### config.mk
export PLATFORM = sky130hd
export DESIGN_NAME = uart_top
export DESIGN_NICKNAME = d
export VERILOG_FILES = /design/src/rtl/tx_buffer.v /design/src/rtl/tx_shifter.v /design/src/rtl/uart_top.v
export VERILOG_INCLUDE_DIRS = /design/src /design/src/rtl
export SDC_FILE = /design/constraint.sdc
export NUM_CORES = 1
export LEC_CHECK = 0
export CORE_UTILIZATION = 52
export CTS_CLUSTER_SIZE = 10
export DETAILED_ROUTE_END_ITERATION = 6
export DONT_BUFFER_PORTS = 1
export PLACE_DENSITY = 0.69
export SLEW_MARGIN = 5
export SYNTH_ARGS = -nofsm -noshare
export SYNTH_HDL_FRONTEND = slang
export SYNTH_HIERARCHICAL = 1
export SYNTH_SLANG_ARGS = --single-unit
### constraint.sdc
create_clock -name CLK_SYS -period 2.2 [get_ports CLK_SYS]
set_input_delay 0.11 -clock CLK_SYS [delete_from_list [all_inputs] [get_ports CLK_SYS]]
set_output_delay 0.11 -clock CLK_SYS [all_outputs]
set_load 0.01 [all_outputs]
### src/rtl/uart_consts.vh
`ifndef UART_CONSTS_VH
`define UART_CONSTS_VH

// Register offsets on the three address pins
`define OFS_DATA        3'h0
`define OFS_IER_DIVHI   3'h1
`define OFS_IIR         3'h2
`define OFS_LCR         3'h3
`define OFS_MCR         3'h4
`define OFS_LSR         3'h5
`define OFS_MSR         3'h6
`define OFS_SCR         3'h7

// Line control fields
`define LCR_DIVSEL      7
`define LCR_BREAK       6
`define LCR_STICK       5
`define LCR_EPS         4
`define LCR_PEN         3
`define LCR_STB         2

// Interrupt enable and modem control fields and writable masks
`define IER_RXD         0
`define IER_HOLDING_EMPTY_FLAG        1
`define IER_LINE        2
`define IER_MODEM       3
`define IER_MASK        8'h0f
`define MCR_MASK        8'h1f
`define MCR_LOOP        4

// Identification codes, bit 0 low means pending
`define IIR_NONE        3'h1
`define IIR_LINE        3'h6
`define IIR_RXD         3'h4
`define IIR_HOLDING_EMPTY_FLAG        3'h2
`define IIR_MODEM       3'h0

// Reset values
`define IER_RESET       8'h00
`define LCR_RESET       8'h03
`define MCR_RESET       8'h00
`define DIV_RESET       16'h0001
`define PIN_IDLE        18'h0007f

// Oversampling: ticks per bit, or per whole two or one-and-a-half bit stop, minus one
`define TICKS_BIT       5'h0f
`define TICKS_STOP2     5'h1f
`define TICKS_STOP15    5'h17

`endif

### src/rtl/tx_buffer.v
module tx_buffer #(
    parameter WIDTH = 8,
    parameter DEPTH = 2
) (
    input  wire             clk,
    input  wire             rst,
    input  wire [WIDTH-1:0] in_data,
    input  wire             in_valid,
    output wire             in_ready,
    output wire [WIDTH-1:0] out_data,
    output wire             out_valid,
    input  wire             out_ready
);
    reg  [WIDTH-1:0] mem_r [0:DEPTH-1];
    reg              wr_ptr_r;
    reg              rd_ptr_r;
    reg  [1:0]       count_r;
    wire             push;
    wire             pop;

    assign in_ready  = (count_r != DEPTH[1:0]);
    assign out_valid = (count_r != 2'h0);
    assign out_data  = mem_r[rd_ptr_r];
    assign push      = in_valid & in_ready;
    assign pop       = out_valid & out_ready;

    always @(posedge clk) begin
        if (rst) begin
            wr_ptr_r <= 1'b0;
            rd_ptr_r <= 1'b0;
            count_r  <= 2'h0;
        end else begin
            if (push) begin
                mem_r[wr_ptr_r] <= in_data;
                wr_ptr_r        <= ~wr_ptr_r;
            end
            if (pop)
                rd_ptr_r <= ~rd_ptr_r;
            if (push & ~pop)
                count_r <= count_r + 2'h1;
            else if (pop & ~push)
                count_r <= count_r - 2'h1;
        end
    end
endmodule // tx_buffer

### src/rtl/tx_shifter.v
`include "uart_consts.vh"

module tx_shifter (
    input  wire       clk,
    input  wire       rst,
    input  wire       tick,
    input  wire [7:0] data,
    input  wire       valid,
    output wire       ready,
    input  wire [1:0] word_len,
    input  wire       two_stop,
    input  wire       par_en,
    input  wire       even_par,
    input  wire       stick_par,
    input  wire       set_break,
    output wire       txd,
    output wire       busy
);
    localparam S_IDLE   = 3'h0;
    localparam S_START  = 3'h1;
    localparam S_DATA   = 3'h2;
    localparam S_PARITY = 3'h3;
    localparam S_STOP   = 3'h4;

    reg  [2:0] state_r;
    reg  [2:0] state_nxt;
    reg  [7:0] shift_r;
    reg        par_r;
    reg  [2:0] bit_r;
    reg  [4:0] cnt_r;
    reg        txd_r;
    reg        line_nxt;
    reg  [7:0] mask;
    reg  [4:0] limit;
    wire       bit_end;
    wire [7:0] masked;

    always @* begin
        case (word_len)
            2'h0:    mask = 8'h1f;
            2'h1:    mask = 8'h3f;
            2'h2:    mask = 8'h7f;
            default: mask = 8'hff;
        endcase
    end
    assign masked  = data & mask;

    always @* begin
        if (state_r != S_STOP || !two_stop)
            limit = `TICKS_BIT;
        else if (word_len == 2'h0)
            limit = `TICKS_STOP15;
        else
            limit = `TICKS_STOP2;
    end

    assign ready   = (state_r == S_IDLE);
    assign busy    = (state_r != S_IDLE);
    assign bit_end = tick && (cnt_r == limit);
    assign txd     = txd_r;

    always @* begin
        state_nxt = state_r;
        line_nxt  = 1'b1;
        case (state_r)
            S_IDLE: begin
                if (valid)
                    state_nxt = S_START;
            end
            S_START: begin
                line_nxt = 1'b0;
                if (bit_end)
                    state_nxt = S_DATA;
            end
            S_DATA: begin
                line_nxt = shift_r[0];
                if (bit_end && bit_r == {1'b0, word_len} + 3'h4)
                    state_nxt = par_en ? S_PARITY : S_STOP;
            end
            S_PARITY: begin
                line_nxt = par_r;
                if (bit_end)
                    state_nxt = S_STOP;
            end
            S_STOP: begin
                if (bit_end)
                    state_nxt = S_IDLE;
            end
            default: state_nxt = S_IDLE;
        endcase
    end

    always @(posedge clk) begin
        if (rst) begin
            state_r <= S_IDLE;
            shift_r <= 8'h00;
            par_r   <= 1'b0;
            bit_r   <= 3'h0;
            cnt_r   <= 5'h00;
            txd_r   <= 1'b1;
        end else begin
            state_r <= state_nxt;
            txd_r   <= set_break ? 1'b0 : line_nxt;
            if (state_r == S_IDLE && valid) begin
                // Word taken as the start bit begins
                shift_r <= masked;
                par_r   <= stick_par ? ~even_par
                         : (even_par ? ^masked : ~^masked);
                bit_r   <= 3'h0;
                cnt_r   <= 5'h00;
            end else if (tick) begin
                if (bit_end) begin
                    cnt_r <= 5'h00;
                    if (state_r == S_DATA) begin
                        shift_r <= {1'b0, shift_r[7:1]};
                        bit_r   <= bit_r + 3'h1;
                    end
                end else begin
                    cnt_r <= cnt_r + 5'h01;
                end
            end
        end
    end
endmodule // tx_shifter

### src/rtl/uart_top.v
`include "uart_consts.vh"

// Functional notes
// Identification bit 0 low while enabled source pending
// Identification bits 1-2 name top pending source
// Priority line, receive, holding empty, modem
// Each source cleared by its own access
// Identification bits 3-7 read zero
// Enable bits: data, holding, line, modem
// Enable bits 4-7 held zero
// All enables clear suppress identification and output
// Status flags keep working with interrupts off
// Output high while any enabled source pending
// Five to eight bit characters via data bus
// Host writes only while holding empty high
// Holding empty rises at start-bit transfer
// Idle both flags high, write clears holding
// Transmitter empty low through whole character
// Second character waits while shifter busy
// Holding empty follows final transfer
// Least significant bit shifted first
// Upper unused bits ignored, shared format
// Reset sets both empty flags
module uart_top (
    input  wire       CLK_SYS,
    input  wire       RST,
    input  wire [2:0] ADDR,
    input  wire       CS_N,
    input  wire       RD_N,
    input  wire       WR_N,
    input  wire [7:0] HOST_DATA_BUS_IN,
    output wire [7:0] HOST_DATA_BUS_OUT,
    output wire       HOST_DATA_BUS_OE,
    output wire       INTERRUPT_OUTPUT,
    output wire       TXD,
    output wire       TICK16,
    output wire [4:0] CHAR_FORMAT,
    input  wire [7:0] RX_CHAR,
    input  wire       RX_CHAR_STROBE,
    input  wire       RX_PARITY_ERR,
    input  wire       RX_FRAME_ERR,
    input  wire       RX_BREAK,
    input  wire       CTS_N,
    input  wire       DSR_N,
    input  wire       RI_N,
    input  wire       DCD_N,
    output wire       RTS_N,
    output wire       DTR_N,
    output wire       OUT1_N,
    output wire       OUT2_N
);
    wire [17:0] pin_raw;
    wire [17:0] pin_idle;
    wire [15:0] div_reset;
    reg  [17:0] sync1_r;
    reg  [17:0] sync2_r;
    reg  [17:0] sync3_r;
    reg  [17:0] clean_r;
    wire [2:0]  addr_c;
    wire [7:0]  din_c;
    wire        rd_act;
    wire        wr_act;
    reg         rd_act_q;
    reg         wr_act_q;
    reg  [2:0]  wr_addr_r;
    reg  [7:0]  wr_data_r;
    wire        rd_start;
    wire        wr_end;
    reg  [7:0]  rd_data_r;
    reg  [7:0]  rd_mux;

    reg  [7:0]  ier_r;
    reg  [7:0]  lcr_r;
    reg  [7:0]  mcr_r;
    reg  [7:0]  scr_r;
    reg  [7:0]  dll_r;
    reg  [7:0]  dlm_r;
    reg  [7:0]  rbr_r;
    reg  [15:0] baud_cnt_r;
    reg         tick_r;
    wire        div_wr;

    reg         dr_r;
    reg         oe_r;
    reg         pe_r;
    reg         fe_r;
    reg         bi_r;
    reg  [3:0]  mstat_q;
    reg  [3:0]  delta_r;
    wire [3:0]  mstat;
    wire [3:0]  delta_set;
    reg         holding_empty_flag_q;
    reg         holding_empty_flag_pend_r;
    reg         int_r;
    reg  [2:0]  iir_code;

    wire        divisor_access_select;
    wire        rd_rbr;
    wire        rd_iir;
    wire        rd_lsr;
    wire        rd_msr;
    wire        wr_thr;
    wire [7:0]  buf_data;
    wire        buf_valid;
    wire        sh_ready;
    wire        sh_busy;
    wire        holding_empty_flag;
    wire        transmitter_empty_flag;
    wire        line_pend;
    wire        modem_pend;
    wire [7:0]  lsr_val;
    wire [7:0]  msr_val;

    // Three-stage synchronisers on every host and modem pin
    assign pin_raw = {ADDR, HOST_DATA_BUS_IN, CS_N, RD_N, WR_N,
                      CTS_N, DSR_N, RI_N, DCD_N};
    assign pin_idle  = `PIN_IDLE;
    assign div_reset = `DIV_RESET;
    genvar g;
    generate
        for (g = 0; g < 18; g = g + 1) begin : pin_sync
            always @(posedge CLK_SYS) begin
                if (RST) begin
                    sync1_r[g] <= pin_idle[g];
                    sync2_r[g] <= pin_idle[g];
                    sync3_r[g] <= pin_idle[g];
                    clean_r[g] <= pin_idle[g];
                end else begin
                    sync1_r[g] <= pin_raw[g];
                    sync2_r[g] <= sync1_r[g];
                    sync3_r[g] <= sync2_r[g];
                    if (sync2_r[g] == sync3_r[g])
                        clean_r[g] <= sync3_r[g];
                end
            end
        end
    endgenerate

    assign addr_c   = clean_r[17:15];
    assign din_c    = clean_r[14:7];
    assign rd_act   = ~clean_r[6] & ~clean_r[5];
    assign wr_act   = ~clean_r[6] & ~clean_r[4];
    assign rd_start = rd_act & ~rd_act_q;
    assign wr_end   = wr_act_q & ~wr_act;
    assign divisor_access_select     = lcr_r[`LCR_DIVSEL];

    // Access decode: read effects at read start, write at strobe end
    assign rd_rbr = rd_start && addr_c == `OFS_DATA && !divisor_access_select;
    assign rd_iir = rd_start && addr_c == `OFS_IIR;
    assign rd_lsr = rd_start && addr_c == `OFS_LSR;
    assign rd_msr = rd_start && addr_c == `OFS_MSR;
    assign wr_thr = wr_end && wr_addr_r == `OFS_DATA && !divisor_access_select;
    assign div_wr = wr_end && divisor_access_select && (wr_addr_r == `OFS_DATA
                    || wr_addr_r == `OFS_IER_DIVHI);

    // Status words
    assign holding_empty_flag    = ~buf_valid;
    assign transmitter_empty_flag    = ~buf_valid & ~sh_busy;
    assign lsr_val = {1'b0, transmitter_empty_flag, holding_empty_flag, bi_r, fe_r, pe_r, oe_r, dr_r};
    assign mstat   = mcr_r[`MCR_LOOP] ? {mcr_r[3], mcr_r[2], mcr_r[0],
                     mcr_r[1]} : {~clean_r[0], ~clean_r[1],
                     ~clean_r[2], ~clean_r[3]};
    assign msr_val = {mstat, delta_r};
    assign delta_set = {mstat[3] ^ mstat_q[3], ~mstat[2] & mstat_q[2],
                        mstat[1] ^ mstat_q[1], mstat[0] ^ mstat_q[0]};
    assign line_pend  = oe_r | pe_r | fe_r | bi_r;
    assign modem_pend = |delta_r;

    always @* begin
        if (line_pend && ier_r[`IER_LINE])
            iir_code = `IIR_LINE;
        else if (dr_r && ier_r[`IER_RXD])
            iir_code = `IIR_RXD;
        else if (holding_empty_flag_pend_r && ier_r[`IER_HOLDING_EMPTY_FLAG])
            iir_code = `IIR_HOLDING_EMPTY_FLAG;
        else if (modem_pend && ier_r[`IER_MODEM])
            iir_code = `IIR_MODEM;
        else
            iir_code = `IIR_NONE;
    end

    always @* begin
        if (addr_c == `OFS_DATA)
            rd_mux = divisor_access_select ? dll_r : rbr_r;
        else if (addr_c == `OFS_IER_DIVHI)
            rd_mux = divisor_access_select ? dlm_r : ier_r;
        else if (addr_c == `OFS_IIR)
            rd_mux = {5'h00, iir_code};
        else if (addr_c == `OFS_LCR)
            rd_mux = lcr_r;
        else if (addr_c == `OFS_MCR)
            rd_mux = mcr_r;
        else if (addr_c == `OFS_LSR)
            rd_mux = lsr_val;
        else if (addr_c == `OFS_MSR)
            rd_mux = msr_val;
        else
            rd_mux = scr_r;
    end

    // Host bus and control registers
    always @(posedge CLK_SYS) begin
        if (RST) begin
            rd_act_q  <= 1'b0;
            wr_act_q  <= 1'b0;
            wr_addr_r <= 3'h0;
            wr_data_r <= 8'h00;
            rd_data_r <= 8'h00;
            ier_r     <= `IER_RESET;
            lcr_r     <= `LCR_RESET;
            mcr_r     <= `MCR_RESET;
            scr_r     <= 8'h00;
            dll_r     <= div_reset[7:0];
            dlm_r     <= div_reset[15:8];
        end else begin
            rd_act_q <= rd_act;
            wr_act_q <= wr_act;
            if (wr_act) begin
                wr_addr_r <= addr_c;
                wr_data_r <= din_c;
            end
            if (rd_start)
                rd_data_r <= rd_mux;
            if (wr_end) begin
                if (wr_addr_r == `OFS_DATA) begin
                    if (divisor_access_select)
                        dll_r <= wr_data_r;
                end else if (wr_addr_r == `OFS_IER_DIVHI) begin
                    if (divisor_access_select)
                        dlm_r <= wr_data_r;
                    else
                        ier_r <= wr_data_r & `IER_MASK;
                end else if (wr_addr_r == `OFS_LCR) begin
                    lcr_r <= wr_data_r;
                end else if (wr_addr_r == `OFS_MCR) begin
                    mcr_r <= wr_data_r & `MCR_MASK;
                end else if (wr_addr_r == `OFS_SCR) begin
                    scr_r <= wr_data_r;
                end
            end
        end
    end

    // Baud generator: one tick per sixteenth of a bit
    always @(posedge CLK_SYS) begin
        if (RST) begin
            baud_cnt_r <= `DIV_RESET;
            tick_r     <= 1'b0;
        end else begin
            tick_r <= 1'b0;
            if (div_wr) begin
                baud_cnt_r <= (wr_addr_r == `OFS_DATA)
                              ? {dlm_r, wr_data_r} : {wr_data_r, dll_r};
            end else if ({dlm_r, dll_r} != 16'h0000) begin
                if (baud_cnt_r <= 16'h0001) begin
                    baud_cnt_r <= {dlm_r, dll_r};
                    tick_r     <= 1'b1;
                end else begin
                    baud_cnt_r <= baud_cnt_r - 16'h0001;
                end
            end
        end
    end

    // Line and modem status; a new event wins over a clearing read
    always @(posedge CLK_SYS) begin
        if (RST) begin
            rbr_r       <= 8'h00;
            dr_r        <= 1'b0;
            oe_r        <= 1'b0;
            pe_r        <= 1'b0;
            fe_r        <= 1'b0;
            bi_r        <= 1'b0;
            mstat_q     <= 4'h0;
            delta_r     <= 4'h0;
            holding_empty_flag_q      <= 1'b1;
            holding_empty_flag_pend_r <= 1'b1;
            int_r       <= 1'b0;
        end else begin
            if (RX_CHAR_STROBE)
                rbr_r <= RX_CHAR;
            dr_r <= (dr_r & ~rd_rbr) | RX_CHAR_STROBE;
            oe_r <= (oe_r & ~rd_lsr) | (RX_CHAR_STROBE & dr_r & ~rd_rbr);
            pe_r <= (pe_r & ~rd_lsr) | (RX_CHAR_STROBE & RX_PARITY_ERR);
            fe_r <= (fe_r & ~rd_lsr) | (RX_CHAR_STROBE & RX_FRAME_ERR);
            bi_r <= (bi_r & ~rd_lsr) | (RX_CHAR_STROBE & RX_BREAK);
            mstat_q <= mstat;
            delta_r <= (delta_r & {4{~rd_msr}}) | delta_set;
            holding_empty_flag_q  <= holding_empty_flag;
            holding_empty_flag_pend_r <= (holding_empty_flag_pend_r & ~wr_thr
                            & ~(rd_iir && iir_code == `IIR_HOLDING_EMPTY_FLAG))
                           | (holding_empty_flag & ~holding_empty_flag_q);
            int_r <= (iir_code != `IIR_NONE);
        end
    end

    tx_buffer #(
        .WIDTH (8),
        .DEPTH (2)
    ) u_holding (
        .clk       (CLK_SYS),
        .rst       (RST),
        .in_data   (wr_data_r),
        .in_valid  (wr_thr),
        .in_ready  (),
        .out_data  (buf_data),
        .out_valid (buf_valid),
        .out_ready (sh_ready)
    );

    tx_shifter u_shifter (
        .clk       (CLK_SYS),
        .rst       (RST),
        .tick      (tick_r),
        .data      (buf_data),
        .valid     (buf_valid),
        .ready     (sh_ready),
        .word_len  (lcr_r[1:0]),
        .two_stop  (lcr_r[`LCR_STB]),
        .par_en    (lcr_r[`LCR_PEN]),
        .even_par  (lcr_r[`LCR_EPS]),
        .stick_par (lcr_r[`LCR_STICK]),
        .set_break (lcr_r[`LCR_BREAK]),
        .txd       (TXD),
        .busy      (sh_busy)
    );

    assign HOST_DATA_BUS_OUT = rd_data_r;
    assign HOST_DATA_BUS_OE  = rd_act_q;
    assign INTERRUPT_OUTPUT  = int_r;
    assign TICK16            = tick_r;
    assign CHAR_FORMAT       = lcr_r[4:0];
    assign RTS_N             = ~mcr_r[1];
    assign DTR_N             = ~mcr_r[0];
    assign OUT1_N            = ~mcr_r[2];
    assign OUT2_N            = ~mcr_r[3];
endmodule // uart_top

==> impl_metrics.ini, run 1 <==
[drt]
totalWireLength_um = 23600
ant_nets = 0
vias_per_cell = 5.70
wl_met3_um = 1280
dr.pass1.iters = 5
first_iter_violations = 588
vias = 7577
wl_met1_um = 10600
route.met2.wl_um = 11200
drc = 0
post_drt_wl_per_cell_um = 17.8
top_layer = met4

[yosys]
syn_area_um2 = 9250
syn_nets = 1034
yosysWarnings = 6
synth-edff-count = 16
ys_types = 75
synthArstFlopShare_pct = 0
ys_seq_area_share_pct = 48.7
netlist_instances = 997
ys_ff_latch = 217
yosys-top-cells-area = dfxtp_1 43%, mux2i_1 6.8%, edfxtp_1 5.2%
yosys_most_used_dff = dfxtp_1
synth_top_area_share_pct = 43.5
synth_top_cell_by_area = dfxtp_1
syn_area_per_cell_um2 = 9.28
synthTopCellsByCount = 201 x dfxtp_1, 123 x nor2_1, 88 x nand2_1
synth.most_common_cell = dfxtp_1

[critical_path]
crit_path_max_fanout = 11
critPathMaxStageDelay_ns = 0.55
crit_slowest_cell = dlygate4sd3_1
end_kind = flop
worstPathCellList = buf_4, nor3_1, buf_4, nand4b_1, a22oi_1, nor2_1, dlygate4sd3_1
critical_path_buf_inv_count = 3
worst_setup_path_start_kind = flop
critical_path.most_common_cell = buf_4
cp-endpoint = delta_r[2]$_SDFF_PP0_
ff2ff_setup_slack_ns = 0.13
startpoint = clean_r[6]$_SDFFE_PP1N_
rr_endpoint = delta_r[2]$_SDFF_PP0_
worstPathArrival_ns = 2.48
r2r-start = clean_r[6]$_SDFFE_PP1N_
required_ns = 2.61
crit_type = flop to flop
cp_num_cells = 7
crit_family = buffers and inverters
r2r_cells = 7

[floorplan]
num_rows = 48
dieArea_um2 = 18300
die_h_um = 135
die_x_um = 135
pin_count = 53
core_um2 = 17400
initial_utilization_pct = 53.3

[clocking]
cts_tree = yes
clockBufferDepth = 3
cts_buffers = 26
path_clk_slew_ns = 0.06
clk_latency_ns = 0.53
clock-root-buffer = clkbuf_16
htreeDepth = 1
clock_sinks = 217
cts_setup_buffers = 0

[layout]
multi_input_area_um2 = 4370
fillers = 1351
n_antenna_cell = 0
regArea_um2 = 4510
drive_gt1_share_pct = 12.5
nNetsFinal = 1134
area_growth_syn_to_layout_pct = 21.8

[power]
power_density_nw_per_um2 = 955
p_clk_share_pct = 35.4
vdd_drop_max_mv = 0.641
power_frac_comb_pct = 21.4
seqPwrFrac_pct = 43.2
switching_share_pct = 28.9
switchingPower_mw = 3.11
p_leak_nw = 4.46
p_int_mw = 7.65
p_total_mw = 10.8

[sta]
finalCritPeriodShare_pct = 94.0
max_freq_mhz = 484
hold_violations = 0
relSlewSlack_pct = 50.3
tns_ns = 0
finClkSkew_ns = 0.0136
slew_violations = 0
rsz0062_at_grt = no
tightest_slew_ns = 0.743
period_needed_ns = 2.07
finalSetupViolCount = 0

[min_path]
hp-class = primary input to flop

[global_route]
antenna_found_initial = 0
grt_max_degree = 127
grt_first_pass_wirelength_um = 37700
track_usage_pct = 26.1
overflow = 0
grt_pass1_vias = 7213

[outcome]
outcome = completed

[placed_design]
port_buffers = 0
gp_congestion = 0.843
hpwl_um = 14200

[job]
maxCapViolations = 0
layer usage:
metal	vias to the layer above	global-route usage [%]
met5	-	0
met4	0	7.99
met3	46	3.55
met2	189	43.2
met1	3656	35.2
li1	3686	-
cell families after synthesis:
| kind of cell | synth area share (%) |
|---|---|
| simple gates | 19.7 |
| flops | 48.7 |
| compound gates | 14.3 |
| buf+inv | 4.15 |
| mux | 9.86 |
| xor+xnor | 2.70 |
| fa+ha+maj | 0.676 |
sequential cells by signal (all words and copies together), names as in the netlist, 2 cells and up, named ones only:
register,count
clean_r,15
sync1_r,18
sync3_r,18
baud_cnt_r,16
u_shifter/state_r,3
ier_r,4
addr_c,3
dlm_r,8
u_holding/count_r,2
dll_r,8
sync2_r,18
wr_addr_r,3
u_shifter/shift_r,8
u_shifter/bit_r,3
rbr_r,8
scr_r,8
mcr_r,5
HOST_DATA_BUS_OUT,8
u_shifter/cnt_r,5
mstat_q,4
u_holding/mem_r,16
delta_r,4
wr_data_r,8
lcr_r,8
repair_timing:
item	4_1_cts	5_1_grt
hold buffers	93	0
hold endpoints to repair	208	0
gates resized for setup	0	2
setup endpoints to repair	0	4
area by class of cell:
type,instances,share of cell area (%)
Sequential cell,217,40.0
Multi-Input combinational cell,690,38.8
Timing Repair Buffer,139,11.5
Clock buffer,32,5.97
Tap cell,225,2.50
Inverter,23,0.766
Clock inverter,3,0.489
through the flow:
step	hold WS, ns	worst slack (ns)	util (%)	area [µm²]	instances
after detailed placement	0.196	0.136	55.3	9590	1201
after CTS	0.0216	0.121	64.9	11300	1329
after global routing	0.0189	0.0227	64.9	11300	1329
after floorplan	0.179	0.0452	-	9260	997
final	0.00351	0.132	64.9	11300	1329
after global placement	0.196	0.179	55.3	9590	1201
worst reg2reg max path, stage by stage, from the launching register on:
cell,delay [ns]
dfxtp_1,0.31
buf_4,0.16
nor3_1,0.20
buf_4,0.24
nand4b_1,0.23
a22oi_1,0.22
nor2_1,0.06
dlygate4sd3_1,0.55
power by group through the flow:
stage,combinational (mW),clock [mW],sequential (mW)
4_1_cts,2.29,3.84,4.64
3_5_place_dp,2.13,0,4.72
6_report,2.30,3.81,4.65
2_1_floorplan,1.81,0,4.59
5_1_grt,2.57,4.02,4.70
3_3_place_gp,2.10,0,4.72
worst min-delay path by stage:
stage	cells past startpoint	startpoint	endpoint	slack, ns
6_report	2	RST	u_holding/count_r[0]$_SDFFE_PP0P_	0.004
5_1_grt	2	RST	u_holding/count_r[0]$_SDFFE_PP0P_	0.02
4_1_cts	2	RST	u_holding/count_r[0]$_SDFFE_PP0P_	0.02
3_5_place_dp	1	RST	clean_r[7]$_SDFFE_PP0N_	0.20
3_3_place_gp	1	RST	clean_r[7]$_SDFFE_PP0N_	0.20
2_1_floorplan	1	RST	u_holding/count_r[1]$_SDFFE_PP0P_	0.18
cell usage in the layout, fill, tap and decap left out, types with 13 or more instances in the layout:
| cell | instances |
|---|---|
| edfxtp_1 | 16 |
| o21ai_0 | 32 |
| a21oi_1 | 82 |
| mux2_2 | 13 |
| nand2_1 | 88 |
| inv_1 | 22 |
| clkbuf_16 | 26 |
| mux2i_1 | 63 |
| nor3_1 | 17 |
| buf_4 | 46 |
| nor2b_1 | 44 |
| xor2_1 | 13 |
| nor2_1 | 123 |
| xnor2_1 | 13 |
| dfxtp_1 | 199 |
| dlygate4sd3_1 | 92 |
| or2_2 | 26 |
Note: power is estimated with default switching activity, not from simulation.
==> inputs of run 2 (changes only) <==
--- a/config.mk
+++ b/config.mk
@@ -10,6 +10,7 @@
 export CTS_CLUSTER_SIZE = 10
 export DETAILED_ROUTE_END_ITERATION = 6
 export DONT_BUFFER_PORTS = 1
+export HOLD_SLACK_MARGIN = 0.05
 export PLACE_DENSITY = 0.69
 export SLEW_MARGIN = 5
 export SYNTH_ARGS = -nofsm -noshare
==> constraint.sdc (replaced) <==
create_clock -name CLK_SYS -period 1.7 [get_ports CLK_SYS]
set_input_delay 0.085 -clock CLK_SYS [delete_from_list [all_inputs] [get_ports CLK_SYS]]
set_output_delay 0.085 -clock CLK_SYS [all_outputs]
set_load 0.01 [all_outputs]
==> run 2 against run 1 <==
  * The run now ends with hold timing, setup timing left
  * Critical path depth stayed put
  * Clock power up 23%
  * Design area rose by 12%
  * Global-route usage is 2.1 points higher
  * Sequential cell count did not move
  * Highest routed layer unchanged
==> impl_metrics.ini, run 2 (synthesis results as in run 1) <==
[layout]
nNetsFinal = 1256
fillers = 1161
n_antenna_cell = 0
drive_gt1_share_pct = 25.5
multi_input_area_um2 = 4740
area_growth_syn_to_layout_pct = 36.9
final_common_cell = dfxtp_1
reg_top3 = sync1_r: 18 flops, sync2_r: 18 flops, sync3_r: 18 flops
regArea_um2 = 4530
layout_common_cells = 184 x dfxtp_1, 138 x buf_4, 118 x nor2_1
fin_cells = 1448

[placed_design]
post-place-ws_ns = -0.190
port_buffers = 0
gp_congestion = 0.867
place_inst = 1294
hpwl_um = 15500

[critical_path]
worstPathCellList = buf_6, mux2_4, xnor2_2, xnor2_1, xnor3_1, o21ai_2, o311ai_1
crit_path_max_fanout = 4
required_ns = 2.10
crit_slowest_cell = xnor3_1
end_kind = flop
worstPathArrival_ns = 2.22
crit_type = flop to flop
worst_setup_path_start_kind = flop
critPathMaxStageDelay_ns = 0.38

[outcome]
violations = hold timing, setup timing
outcome = finished with violations

[job]
maxCapViolations = 0

[sta]
rsz0062_at_grt = yes
hold_violations = 109
tns_ns = -1.09
finClkSkew_ns = 0.0172
relSlewSlack_pct = 70.5
finalSetupViolCount = 20
tightest_slew_ns = 0.436
slew_violations = 0
fin_hold_ws_ns = -0.356
period_needed_ns = 1.82
postLayoutSetupSlackWorst_ns = -0.121
finalCritPeriodShare_pct = 107
max_freq_mhz = 549

[power]
vdd_drop_max_mv = 1.01
p_leak_nw = 5.12
power_density_nw_per_um2 = 1200
p_total_mw = 15.2

[drt]
totalWireLength_um = 26000
drc = 0
dr.pass1.iters = 5
ant_nets = 0
first_iter_violations = 536
post_drt_wl_per_cell_um = 18.0
vias = 8187
vias_per_cell = 5.65

[clocking]
ctsHoldBuffers = 107
clock_sinks = 217
cts_buffers = 25
htreeDepth = 1
clock-root-buffer = clkbuf_16
clockBufferDepth = 3
cts_tree = yes
clk_latency_ns = 0.54
path_clk_slew_ns = 0.05

[global_route]
overflow = 0
grt_max_degree = 199
grt_use_met1_pct = 34.9
top_usage_layer = met2
track_usage_pct = 28.2
gr-usage-met2_pct = 47.5
use_met3_pct = 5.20
antenna_found_initial = 0
grt_first_pass_wirelength_um = 40800
grt_pass1_vias = 8104

[floorplan]
die_h_um = 135
initial_utilization_pct = 53.3
core_um2 = 17400
die_x_um = 135
dieArea_um2 = 18300
pin_count = 53
num_rows = 48

[min_path]
hp-start = RST
hp-class = primary input to flop
-- run 2: cell count changes in the layout (fill, tap and decap cells not counted), moves of 5 or more --
cell           delta
buf_4            +92
dfxtp_1          -15
dlygate4sd3_1    +15
dfxtp_2          +12
buf_6            +11
mux2_2            -5
mux2_4            +5
nor2_1            -5
o21ai_0           -5
or2_2             -5
or2_4             +5
-- run 2: cell type report --
cell class / instances / share of cell area (%)
Clock inverter: 1 / 0.158
Inverter: 23 / 0.682
Timing Repair Buffer: 262 / 18.5
Multi-Input combinational cell: 690 / 37.5
Clock buffer: 30 / 5.17
Tap cell: 225 / 2.22
Sequential cell: 217 / 35.8
-- run 2: what timing repair did --
item / 4_1_cts / 5_1_grt
resized for setup: 37 / 59
endpoints found under the setup margin: 38 / 75
pin swaps: 20 / 38
cloned: 0 / 2
hold endpoints to repair: 217 / 110
setup buffers: 8 / 6
-- run 2: worst paths after layout --
kind / endpoint / slack (ns) / depth (start not counted)
max reg2reg: u_shifter/par_r$_SDFFE_PP0P_ / -0.12 / 7
min: u_holding/count_r[1]$_SDFFE_PP0P_ / -0.36 / 1
max: u_shifter/par_r$_SDFFE_PP0P_ / -0.12 / 7
min reg2reg: delta_r[3]$_SDFF_PP0_ / 0.49 / 2
-- run 2: power breakdown --
part | total (mW) | internal [mW] | switching [mW]
Sequential | 5.94 | 5.59 | 0.341
Combinational | 4.58 | 2.47 | 2.12
Clock | 4.69 | 2.68 | 2.02
-- run 2: metal layers --
| metal | up-vias | wire length [µm] |
|---|---|---|
| met5 | - | 0 |
| met4 | 0 | 1180 |
| met3 | 93 | 1600 |
| met2 | 291 | 12400 |
| met1 | 3885 | 10800 |
| li1 | 3918 | - |
-- run 2: through the flow --
step | hold slack [ns] | util [%] | area [µm²]
6_report | -0.356 | 72.9 | 12700
4_1_cts | -0.376 | 71.2 | 12400
3_5_place_dp | 0.170 | 60.0 | 10400
3_3_place_gp | 0.164 | 60.0 | 10400
5_1_grt | -0.372 | 72.9 | 12700
2_1_floorplan | 0.154 | - | 9400
-- run 2: worst max-delay path: cells and delay by family (launching register included) --
kind,cells,cell delay [ns]
flops,1,0.34
xor+xnor,3,0.72
buf+inv,1,0.11
compound gates,2,0.21
mux,1,0.31
==> inputs of run 3 (changes only) <==
--- a/config.mk
+++ b/config.mk
@@ -11,7 +11,7 @@
 export DETAILED_ROUTE_END_ITERATION = 6
 export DONT_BUFFER_PORTS = 1
 export HOLD_SLACK_MARGIN = 0.05
-export PLACE_DENSITY = 0.69
+export PLACE_DENSITY = 0.66
 export SLEW_MARGIN = 5
 export SYNTH_ARGS = -nofsm -noshare
 export SYNTH_HDL_FRONTEND = slang
==> constraint.sdc (replaced) <==
create_clock -name CLK_SYS -period 1.88 [get_ports CLK_SYS]
set_input_delay 0.094 -clock CLK_SYS [delete_from_list [all_inputs] [get_ports CLK_SYS]]
set_output_delay 0.094 -clock CLK_SYS [all_outputs]
set_load 0.01 [all_outputs]
==> run 3 against run 2 <==
  * The flow now finishes without violations
  * Clock skew is 0.0057 ns higher
  * Sequential cell count is the same
  * Die area unchanged
  * Global-route usage down 1.4 points
  * First-iteration DRC count grew 22%
  * Clock power fell by 6.0%
  * Sequential share of layout area increased by 1.9 points
  * Worst setup slack improved by 0.15 ns
  * Largest cell class unchanged
  * Highest routed layer unchanged
==> impl_metrics.ini, run 3 (synthesis results as in run 1) <==
[global_route]
overflow = 0
grt_max_degree = 106
grt_pass1_vias = 7434
antenna_found_initial = 0
track_usage_pct = 26.7
grt_first_pass_wirelength_um = 38400

[drt]
post_drt_wl_per_cell_um = 17.5
vias = 7736
totalWireLength_um = 24300
ant_nets = 0
first_iter_violations = 654
dr.pass1.iters = 5
drc = 0
vias_per_cell = 5.55

[critical_path]
rr_endpoint = holding_empty_flag_pend_r$_SDFF_PP1_
critPathMaxStageDelay_ns = 0.46
worst_setup_path_start_kind = flop
worstPathArrival_ns = 2.28
crit_path_max_fanout = 3
r2r-start = bi_r$_SDFF_PP0_
crit_type = flop to flop
crit_family = compound AO/OA/AOI/OAI gates
ff2ff_setup_slack_ns = 0.03
end_kind = flop
worstPathCellList = o41a_1, nand2b_4, or4_1, a311o_1
critical_path_buf_inv_count = 0
crit_slowest_cell = o41a_1
r2r_cells = 4
required_ns = 2.31

[clocking]
clock-root-buffer = clkbuf_16
clk_latency_ns = 0.54
clockBufferDepth = 3
htreeDepth = 1
cts_tree = yes
cts_buffers = 26
path_clk_slew_ns = 0.05
clock_sinks = 217

[sta]
finClkSkew_ns = 0.0230
slew_violations = 0
tightest_slew_ns = 0.557
period_needed_ns = 1.85
fin_hold_ws_ns = 0.182
rsz0062_at_grt = yes
max_freq_mhz = 540
relSlewSlack_pct = 62.8
hold_violations = 0
finalSetupViolCount = 0
finalCritPeriodShare_pct = 98.6

[floorplan]
pin_count = 53
core_um2 = 17400
dieArea_um2 = 18300
die_x_um = 135
initial_utilization_pct = 53.3
die_h_um = 135
num_rows = 48

[min_path]
hold_depth = 2
hold_end = clean_r[7]$_SDFFE_PP0N_
hp-class = primary input to flop
hp-start = RST

[placed_design]
hpwl_um = 14900
port_buffers = 0
gp_congestion = 0.867

[layout]
reg_top3 = sync1_r: 18 flops, sync2_r: 18 flops, sync3_r: 18 flops
drive_gt1_share_pct = 19.1
final_common_cell = dfxtp_1
nNetsFinal = 1199
area_growth_syn_to_layout_pct = 29.9
fillers = 1327
final_util_pct = 69.3
n_antenna_cell = 0
layout_common_cells = 189 x dfxtp_1, 121 x nor2_1, 106 x dlygate4sd3_1

[power]
vdd_drop_max_mv = 0.874
power_density_nw_per_um2 = 1110
p_leak_nw = 4.84
p_total_mw = 13.3

[outcome]
outcome = completed

[job]
maxCapViolations = 0
==> run 3: area by class of cell <==
class | instances | area, µm² | area share [%]
Multi-Input combinational cell | 690 | 4540 | 37.7
Sequential cell | 217 | 4530 | 37.7
Timing Repair Buffer | 204 | 1860 | 15.5
Clock buffer | 32 | 683 | 5.68
Tap cell | 225 | 282 | 2.34
Inverter | 23 | 86.3 | 0.718
Clock inverter | 3 | 43.8 | 0.364
==> run 3: repair_timing <==
item	in CTS	in global routing
resized for setup	3	46
setup endpoints to repair	2	33
hold buffers	108	1
setup buffers	0	3
endpoints found under the hold margin	217	2
pin swaps	0	13
==> run 3: metrics by stage <==
step	cell area, µm²	worst slack [ns]	instances	TNS (ns)
finish	12000	0.0267	1394	0
global route	12000	-0.0336	1394	-0.180
CTS	11800	-0.00287	1392	-0.00287
detailed placement	10000	-0.0912	1249	-0.115
global placement	10000	-0.0617	1249	-0.0617
floorplan	9320	-0.00821	997	-0.00821
==> run 3: how the worst max path moves through the flow <==
stage,startpoint,endpoint,slack [ns],cells past startpoint
final,bi_r$_SDFF_PP0_,holding_empty_flag_pend_r$_SDFF_PP1_,0.03,4
after global placement,flop,u_shifter/par_r$_SDFFE_PP0P_,-0.06,6
after detailed placement,flop,u_shifter/par_r$_SDFFE_PP0P_,-0.09,6
after global routing,u_shifter/state_r[0]$_SDFFE_PP0P_,u_shifter/shift_r[6]$_SDFFE_PP0P_,-0.03,6
after CTS,flop,u_shifter/par_r$_SDFFE_PP0P_,-0.003,6
after floorplan,baud_cnt_r[8]$_SDFFE_PP0P_,baud_cnt_r[15]$_SDFFE_PP0P_,-0.008,5
==> run 3: worst reg2reg max path: stages, from the launching register on <==
cell,delay (ns)
dfxtp_2,0.32
o41a_1,0.46
nand2b_4,0.16
or4_1,0.46
a311o_1,0.35
==> run 3: power by group <==
group	internal [mW]	switching [mW]
Combinational	1.83	1.71
Clock	2.54	1.87
Sequential	5.05	0.319
==> run 3: metal layers <==
layer / vias up / share of wire, % / track usage, %
met5: - / 0 / 0
met4: 0 / 2.8 / 9.18
met3: 46 / 5.4 / 4.45
met2: 207 / 49 / 45.0
met1: 3670 / 43 / 34.6
li1: 3813 / - / -
